**src/design/tmr_core_pkg.sv**
```systemverilog
// shared constants for the timer channel counter core
package tmr_core_pkg;

  localparam int          CNT_W          = 16;
  localparam int          PRESC_W        = 4;
  localparam int          PRESC_MAX_EXP  = 15;
  localparam logic [15:0] CNT_RST        = 16'h0000;
  localparam logic [15:0] CNT_ZERO       = 16'h0000;
  localparam logic [15:0] CNT_STOPVAL    = 16'hFFFF;
  localparam logic [15:0] DATA_RST       = 16'h0000;

  // bus map of the channel registers
  localparam logic [7:0] OFS_CTRL   = 8'h00;
  localparam logic [7:0] OFS_START  = 8'h04;
  localparam logic [7:0] OFS_STOP   = 8'h08;
  localparam logic [7:0] OFS_DATA   = 8'h0C;
  localparam logic [7:0] OFS_COUNT  = 8'h10;
  localparam logic [7:0] OFS_STATUS = 8'h14;

  // control register fields
  localparam int CTRL_MODE_LSB  = 0;
  localparam int CTRL_MD0_BIT   = 3;
  localparam int CTRL_CCS_BIT   = 4;
  localparam int CTRL_EDGE_LSB  = 5;
  localparam int CTRL_NF_BIT    = 7;
  localparam int CTRL_PRESC_LSB = 8;
  localparam logic [11:0] CTRL_RST = 12'h000;

  // edge selection for pin counting
  localparam logic [1:0] EDGE_FALL = 2'h0;
  localparam logic [1:0] EDGE_RISE = 2'h1;
  localparam logic [1:0] EDGE_BOTH = 2'h2;

  typedef enum logic [2:0] {
    MODE_INTERVAL = 3'b000,
    MODE_EVENT    = 3'b001,
    MODE_CAPTURE  = 3'b010,
    MODE_ONECOUNT = 3'b011,
    MODE_CAP_ONE  = 3'b100
  } mode_t;

  typedef enum logic [1:0] {
    ST_STOP  = 2'b00,
    ST_WAIT  = 2'b01,
    ST_COUNT = 2'b10,
    ST_IDLE  = 2'b11
  } chan_state_t;

endpackage : tmr_core_pkg

```
**src/design/pin_edge_detect.sv**
```systemverilog
// synchroniser, optional noise filter and edge detector for the timer input pin
`timescale 1ns/10ps
module pin_edge_detect
  import tmr_core_pkg::*;
(
  input  wire logic       core_clk,
  input  wire logic       rst_b,
  input  wire logic       pin_in,
  input  wire logic       op_clk_en,
  input  wire logic       filt_on,
  output logic            level,
  output logic            rise_pulse,
  output logic            fall_pulse
);

  logic sync1_q;
  logic sync2_q;
  logic samp_q;
  logic filt1_q;
  logic filt2_q;
  logic filt_lvl_q;
  logic prev_q;
  logic cur;

  always_ff @(posedge core_clk or negedge rst_b) begin
    if (!rst_b) begin
      sync1_q <= 1'b0;
      sync2_q <= 1'b0;
    end else begin
      sync1_q <= pin_in;
      sync2_q <= sync1_q;
    end
  end

  // sample on the operation clock; filter needs two equal extra samples
  always_ff @(posedge core_clk or negedge rst_b) begin
    if (!rst_b) begin
      samp_q     <= 1'b0;
      filt1_q    <= 1'b0;
      filt2_q    <= 1'b0;
      filt_lvl_q <= 1'b0;
    end else if (op_clk_en) begin
      samp_q  <= sync2_q;
      filt1_q <= samp_q;
      filt2_q <= filt1_q;
      if (filt1_q == filt2_q) begin
        filt_lvl_q <= filt1_q;
      end
    end
  end

  assign cur = filt_on ? filt_lvl_q : samp_q;

  always_ff @(posedge core_clk or negedge rst_b) begin
    if (!rst_b) begin
      prev_q     <= 1'b0;
      rise_pulse <= 1'b0;
      fall_pulse <= 1'b0;
    end else begin
      prev_q     <= cur;
      rise_pulse <= cur & ~prev_q;
      fall_pulse <= ~cur & prev_q;
    end
  end

  assign level = prev_q;

endmodule : pin_edge_detect

```
**src/design/timer_channel_counter_core.sv**
```systemverilog
// counter core of one timer channel with an AHB-Lite register slave
//
// The implementer's own choices: the AHB-Lite slave port and the address map.
`timescale 1ns/10ps
module timer_channel_counter_core
  import tmr_core_pkg::*;
#(
  parameter int CW = CNT_W
) (
  input  wire logic        core_clk,
  input  wire logic        rst_b,
  input  wire logic        hsel,
  input  wire logic [31:0] haddr,
  input  wire logic [1:0]  htrans,
  input  wire logic        hwrite,
  input  wire logic [2:0]  hsize,
  input  wire logic [31:0] hwdata,
  input  wire logic        hready,
  output logic             hreadyout,
  output logic             hresp,
  output logic [31:0]      hrdata,
  input  wire logic        timer_input_pin,
  output logic             channel_interrupt,
  output logic             start_trigger
);

  ////////////////////////////////////////////////////////////////////////
  // bus slave
  logic        wr_pend_q;
  logic [7:0]  wr_addr_q;
  logic [11:0] channel_mode_reg;
  logic [CW-1:0] channel_data_reg;
  logic [CW-1:0] channel_counter;
  logic        channel_enabled_status;
  chan_state_t state_q;
  logic        start_wr;
  logic        stop_wr;
  logic        data_wr;
  logic        cap_ld;
  logic [CW-1:0] cap_val;

  always_ff @(posedge core_clk or negedge rst_b) begin
    if (!rst_b) begin
      wr_pend_q <= 1'b0;
      wr_addr_q <= 8'h00;
    end else if (hready) begin
      wr_pend_q <= hsel & htrans[1] & hwrite;
      wr_addr_q <= haddr[7:0];
    end
  end

  assign start_wr = wr_pend_q & (wr_addr_q == OFS_START) & hwdata[0];
  assign stop_wr  = wr_pend_q & (wr_addr_q == OFS_STOP) & hwdata[0];
  assign data_wr  = wr_pend_q & (wr_addr_q == OFS_DATA);

  always_ff @(posedge core_clk or negedge rst_b) begin
    if (!rst_b) begin
      channel_mode_reg <= CTRL_RST;
    end else if (wr_pend_q && wr_addr_q == OFS_CTRL) begin
      channel_mode_reg <= hwdata[11:0];
    end
  end

  // capture beats a software write in the same cycle
  always_ff @(posedge core_clk or negedge rst_b) begin
    if (!rst_b) begin
      channel_data_reg <= DATA_RST;
    end else if (cap_ld) begin
      channel_data_reg <= cap_val;
    end else if (data_wr) begin
      channel_data_reg <= hwdata[CW-1:0];
    end
  end

  always_ff @(posedge core_clk or negedge rst_b) begin
    if (!rst_b) begin
      hrdata    <= 32'h00000000;
      hreadyout <= 1'b1;
      hresp     <= 1'b0;
    end else if (hready) begin
      hreadyout <= 1'b1;
      hresp     <= 1'b0;
      if (!(hsel && htrans[1] && !hwrite)) begin
        hrdata <= 32'h00000000;
      end else if (haddr[7:0] == OFS_CTRL) begin
        hrdata <= {20'h00000, channel_mode_reg};
      end else if (haddr[7:0] == OFS_DATA) begin
        hrdata <= {{(32-CW){1'b0}}, channel_data_reg};
      end else if (haddr[7:0] == OFS_COUNT) begin
        hrdata <= {{(32-CW){1'b0}}, channel_counter};
      end else if (haddr[7:0] == OFS_STATUS) begin
        hrdata <= {29'h00000000, state_q, channel_enabled_status};
      end else begin
        hrdata <= 32'h00000000;
      end
    end
  end

  ////////////////////////////////////////////////////////////////////////
  // control fields
  mode_t       mode;
  logic        start_interrupt_mode_bit;
  logic        count_clock_source_sel;
  logic [1:0]  edge_sel;
  logic        filt_on;
  logic [PRESC_W-1:0] operation_clock_sel;

  assign mode                     = mode_t'(channel_mode_reg[CTRL_MODE_LSB +: 3]);
  assign start_interrupt_mode_bit = channel_mode_reg[CTRL_MD0_BIT];
  assign count_clock_source_sel   = channel_mode_reg[CTRL_CCS_BIT];
  assign edge_sel                 = channel_mode_reg[CTRL_EDGE_LSB +: 2];
  assign filt_on                  = channel_mode_reg[CTRL_NF_BIT];
  assign operation_clock_sel      = channel_mode_reg[CTRL_PRESC_LSB +: PRESC_W];

  ////////////////////////////////////////////////////////////////////////
  // prescaler
  logic [PRESC_MAX_EXP-1:0] div_q;
  logic [PRESC_MAX_EXP-1:0] div_mask;
  logic                     op_clk_en;

  assign div_mask = PRESC_MAX_EXP'((16'h0001 << operation_clock_sel) - 16'h0001);

  always_ff @(posedge core_clk or negedge rst_b) begin
    if (!rst_b) begin
      div_q <= '0;
    end else if ((div_q & div_mask) == div_mask) begin
      div_q <= '0;
    end else begin
      div_q <= PRESC_MAX_EXP'(div_q + 1'b1);
    end
  end

  // one-cycle high per divided period; undivided stays high
  assign op_clk_en = ((div_q & div_mask) == div_mask);

  ////////////////////////////////////////////////////////////////////////
  // input pin edges
  logic pin_rise;
  logic pin_fall;
  logic pin_valid;

  pin_edge_detect u_edge (
    .core_clk   (core_clk),
    .rst_b      (rst_b),
    .pin_in     (timer_input_pin),
    .op_clk_en  (op_clk_en),
    .filt_on    (filt_on),
    .level      (),
    .rise_pulse (pin_rise),
    .fall_pulse (pin_fall)
  );

  always_comb begin
    if (edge_sel == EDGE_RISE) begin
      pin_valid = pin_rise;
    end else if (edge_sel == EDGE_BOTH) begin
      pin_valid = pin_rise | pin_fall;
    end else begin
      pin_valid = pin_fall;
    end
  end

  logic tclk;
  assign tclk = count_clock_source_sel ? pin_valid : op_clk_en;

  ////////////////////////////////////////////////////////////////////////
  // channel sequencer and counter
  logic one_mode;
  logic cnt_zero;

  assign one_mode = (mode == MODE_ONECOUNT) || (mode == MODE_CAP_ONE);
  assign cnt_zero = (channel_counter == CNT_ZERO);
  assign cap_val  = channel_counter;
  assign cap_ld   = (state_q == ST_COUNT) &&
                    (((mode == MODE_CAPTURE) && pin_valid) ||
                     ((mode == MODE_CAP_ONE) && pin_fall));

  always_ff @(posedge core_clk or negedge rst_b) begin
    if (!rst_b) begin
      channel_enabled_status <= 1'b0;
    end else if (stop_wr) begin
      channel_enabled_status <= 1'b0;
    end else if (start_wr) begin
      channel_enabled_status <= 1'b1;
    end
  end

  always_ff @(posedge core_clk or negedge rst_b) begin
    if (!rst_b) begin
      state_q         <= ST_STOP;
      channel_counter   <= CNT_RST;
      channel_interrupt <= 1'b0;
      start_trigger     <= 1'b0;
    end else begin
      // pulses drop unless a branch below raises them
      channel_interrupt <= 1'b0;
      start_trigger     <= 1'b0;
      if (stop_wr) begin
        state_q <= ST_STOP;
      end else if (start_wr && mode == MODE_EVENT) begin
        state_q         <= ST_COUNT;
        channel_counter <= channel_data_reg;
      end else if (start_wr && one_mode) begin
        if (!channel_enabled_status) begin
          state_q <= ST_WAIT;
        end
      end else if (start_wr) begin
        state_q <= ST_WAIT;
      end else begin
        case (state_q)
          ST_WAIT: begin
            if (one_mode ? pin_rise : tclk) begin
              start_trigger     <= 1'b1;
              channel_interrupt <= start_interrupt_mode_bit;
              state_q <= ST_COUNT;
              if (mode == MODE_CAPTURE || mode == MODE_CAP_ONE) begin
                channel_counter <= CNT_ZERO;
              end else begin
                channel_counter <= channel_data_reg;
              end
            end
          end
          ST_COUNT: begin
            if (mode == MODE_CAPTURE && cap_ld) begin
              channel_interrupt <= 1'b1;
              channel_counter <= CNT_ZERO;
            end else if (mode == MODE_CAP_ONE && cap_ld) begin
              channel_interrupt <= 1'b1;
              state_q <= ST_IDLE;
            end else if (tclk) begin
              if (mode == MODE_CAPTURE || mode == MODE_CAP_ONE) begin
                channel_counter <= CW'(channel_counter + 1'b1);
              end else if (mode == MODE_ONECOUNT && cnt_zero) begin
                channel_interrupt <= 1'b1;
                channel_counter <= CNT_STOPVAL;
                state_q         <= ST_WAIT;
              end else if (cnt_zero) begin
                channel_interrupt <= 1'b1;
                channel_counter <= channel_data_reg;
              end else begin
                channel_counter <= CW'(channel_counter - 1'b1);
              end
            end
          end
          ST_IDLE: begin
            if (pin_rise) begin
              state_q         <= ST_COUNT;
              start_trigger   <= 1'b1;
              channel_counter <= CNT_ZERO;
            end
          end
          default: begin
            state_q <= ST_STOP;
          end
        endcase
      end
    end
  end
endmodule : timer_channel_counter_core

```
**config.mk**
```make
export PLATFORM = sky130hd
export DESIGN_NAME = timer_channel_counter_core
export DESIGN_NICKNAME = d
export VERILOG_FILES = /design/src/design/tmr_core_pkg.sv /design/src/design/pin_edge_detect.sv /design/src/design/timer_channel_counter_core.sv
export SDC_FILE = /design/constraint.sdc
export NUM_CORES = 1
export LEC_CHECK = 0
export BUFFER_PORTS_ARGS = -buffer_cell sky130_fd_sc_hd__buf_2
export CAP_MARGIN = 20
export CORE_UTILIZATION = 35
export CTS_BUF_LIST = sky130_fd_sc_hd__clkbuf_4
export CTS_CLUSTER_DIAMETER = 200
export DETAILED_ROUTE_END_ITERATION = 6
export GPL_ROUTABILITY_DRIVEN = 0
export GPL_TIMING_DRIVEN = 0
export PLACE_DENSITY_LB_ADDON = 0.15
export REMOVE_ABC_BUFFERS = 1
export SYNTH_ARGS = -nofsm -noshare
export SYNTH_HDL_FRONTEND = slang
export SYNTH_HIERARCHICAL = 1
export SYNTH_SLANG_ARGS = --single-unit
```
**constraint.sdc**
```tcl
create_clock -name core_clk -period 4.3 [get_ports core_clk]
set_input_delay 0.43 -clock core_clk [delete_from_list [all_inputs] [get_ports core_clk]]
set_output_delay 0.43 -clock core_clk [all_outputs]
set_load 0.1 [all_outputs]
```
==> results.toml <==
[final_layout]
multiInputGateArea_mm2 = 0.00331
nNetsFinal = 771
fillers = 1793
drive_gt1_share_pct = 19.5
diodes = 0
fin_area_mm2 = 0.00675
area_delta_synth_final_pct = 7.77
postLayoutCoreUtil_pct = 38.8
seq_area_mm2 = 0.00245

[run]
drv_cap = 0

[synth]
synthDistinctLibCells = 77
synth_top_family_by_area = "compound AO/OA/AOI/OAI gates"
synth.area.mux_share_pct = 10.1
ys_ff_latch = 98
synthFlopType = "dfrtp_1"
synth-xor-area-share_pct = 4.47
synth.avg_cell_area_um2 = 9.51
ys_warn_count = 6
synth.area.top_cells = "dfrtp_1, mux2_2, mux2i_1"
seq_area_frac_synth_pct = 39.1
yosys.area.top_type = "dfrtp_1"
synth-compound-area-share_pct = 18.0
synth_edf_count = 0
synth_top_area_share_pct = 39.1
synthCells = 659
async_flop_share_pct = 100
synthSimpleGateAreaFrac_pct = 17.1
yosys.area_share.adder_pct = 1.80
syn_area_mm2 = 0.00627

[timing]
hold_viol = 0
slew_headroom_pct = 30.9
finalSetupViolCount = 0
max_slew.worst_pin.slew_ps = 1040
clock_skew_ps = 20.7
setup_ws_ps = 460
rsz0062_at_grt = "false"
finalCritPeriodShare_pct = 89.3
fin_crit_ps = 3840
hold_slack_ps = 176
max_freq_ghz = 0.260
final_max_slew_viol_count = 0

[power_and_ir_drop]
peakVddDrop_v = 0.000191
power.density_mw_per_mm2 = 414
leakagePower_nw = 2.68
power.total_mw = 2.80

[worst_hold_path]
hp-class = "input pin to register"
worstHoldStart = "hwdata[4]"
holdPathStages = 2

[worst_setup_path]
required_ps = 4690
crit_type = "register to register"
reg2reg_slack_ps = 460
startpoint_type = "register"
end_kind = "register"
rr_worst_depth = 12
startpoint = "channel_mode_reg[10]$_DFFE_PN0P_"
critPathMaxFanout = 20
critPathArrivalTime_ps = 4230
crit-reg2reg-launch = "channel_mode_reg[10]$_DFFE_PN0P_"

[grt]
antenna_found_initial = 0
overflow = 0
grt_usage_pct = 18.6
grt_max_degree = 57
grt_pass1_vias = 4977
grt_pass1_wl_um = 26500

[clock_network]
path_clk_slew_ps = 160
cts_tree = "built"
h-tree-depth = 3
clock_path_buffers = 2
numClockSinks = 98
worstSkewPairLatency_ps = 500
numCtsBuffers = 9
root_buffer = "clkbuf_4"

[floorplanning]
die_y_um = 136
die_w_um = 136
coreArea_mm2 = 0.0174
initial_core_util_pct = 36.0
die_area_mm2 = 0.0184
pin_count = 111
num_rows = 48

[detailed_routing]
vias = 4998
routed_wl_um = 15900
vias_per_cell = 5.45
wl_per_cell_um = 17.4
drt_drc_violations_left = 0
drt_pass1_iterations = 5
drt_iter0_markers = 294
ant_nets = 0

[outcome]
run_status = "finished clean"

[placed_design]
placedInstanceArea_mm2 = 0.00650
pre_cts_slack_ps = -19.7
io_buffers = 48
hpwl_um = 11400
-- worst max-delay path, cell delays in order, from the launching register on --
cell,delay [ps]
dfrtp_1,550
nor3_1,360
nand2_1,100
ha_1,300
nor2_1,40
a211o_1,220
a2111oi_0,470
nand4_1,360
clkinvlp_4,430
o21ai_1,180
a21oi_4,200
buf_12,180
mux2_2,340
-- area by class of cell --
class,count,area share (%)
clock buffer,9,1.00
clock inverter,7,1.72
inverter,35,2.00
multi-input combinational,481,49.1
sequential,98,36.3
tap,225,4.17
timing repair buffer,62,5.72
-- cell usage after synthesis, types with 18 or more instances --
cell      number
a21oi_1       40
buf_4         19
clkbuf_1      19
dfrtp_1       98
inv_1         35
mux2_2        31
mux2i_1       27
nand2_1       37
nand3_1       18
nor2_1        47
o21ai_0       37
-- power breakdown --
group          leakage (nW)  switching [mW]  internal [mW]
logic                  1.40           0.486          0.365
clock network        0.0963           0.332          0.294
registers              1.18           0.259           1.06
total                  2.68            1.08           1.72
-- routing by layer --
metal / track usage (%) / part of all wire (%)
met1: 25.1 / 48
met2: 29.6 / 46
met3: 5.00 / 4.8
met4: 4.31 / 1.6
met5: 0 / 0
-- placed cells by master, fill, tap and decap left out, types with 18 or more instances in the layout --
cell     count
conb_1      18
mux2i_1     27
nor2_1      46
a21oi_1     39
mux2_2      31
nand3_1     18
buf_2       48
o21ai_0     37
inv_1       34
dfrtp_1     98
nand2_1     37
-- final timing paths --
| path | to |
|---|---|
| setup / recovery | cap_val[11]$_DFFE_PN0P_ |
| hold / removal | channel_mode_reg[4]$_DFFE_PN0P_ |
| setup reg to reg | cap_val[11]$_DFFE_PN0P_ |
| hold reg to reg | u_edge/sync2_q$_DFF_PN0_ |
| max in group asynchronous | cap_val[15]$_DFFE_PN0P_ |
| min in group asynchronous | u_edge/filt_lvl_q$_DFFE_PN0P_ |
-- logic make-up after synthesis --
group                    Yosys count
AO/OA/AOI/OAI                    166
other                              2
adder cells (fa/ha/maj)            9
flip-flops                        98
AND/OR/NAND/NOR                  197
multiplexers                      59
XOR/XNOR                          32
buffers and inverters             96
-- repair_timing --
item                                   in CTS  in global routing
endpoints found under the hold margin      49                  0
setup endpoints to repair                  10                 10
setup buffers                               0                  5
hold buffers                                2                  0
resized for setup                           1                  0
pin swaps                                   0                  1
-- stage by stage --
stage / instances / TNS (ps)
finish: 917 / 0
global route: 917 / 0
floorplan: 614 / 0
detailed placement: 894 / -107
CTS: 912 / 0
global placement: 887 / -23100
Note: power is estimated with default switching activity, not from simulation.
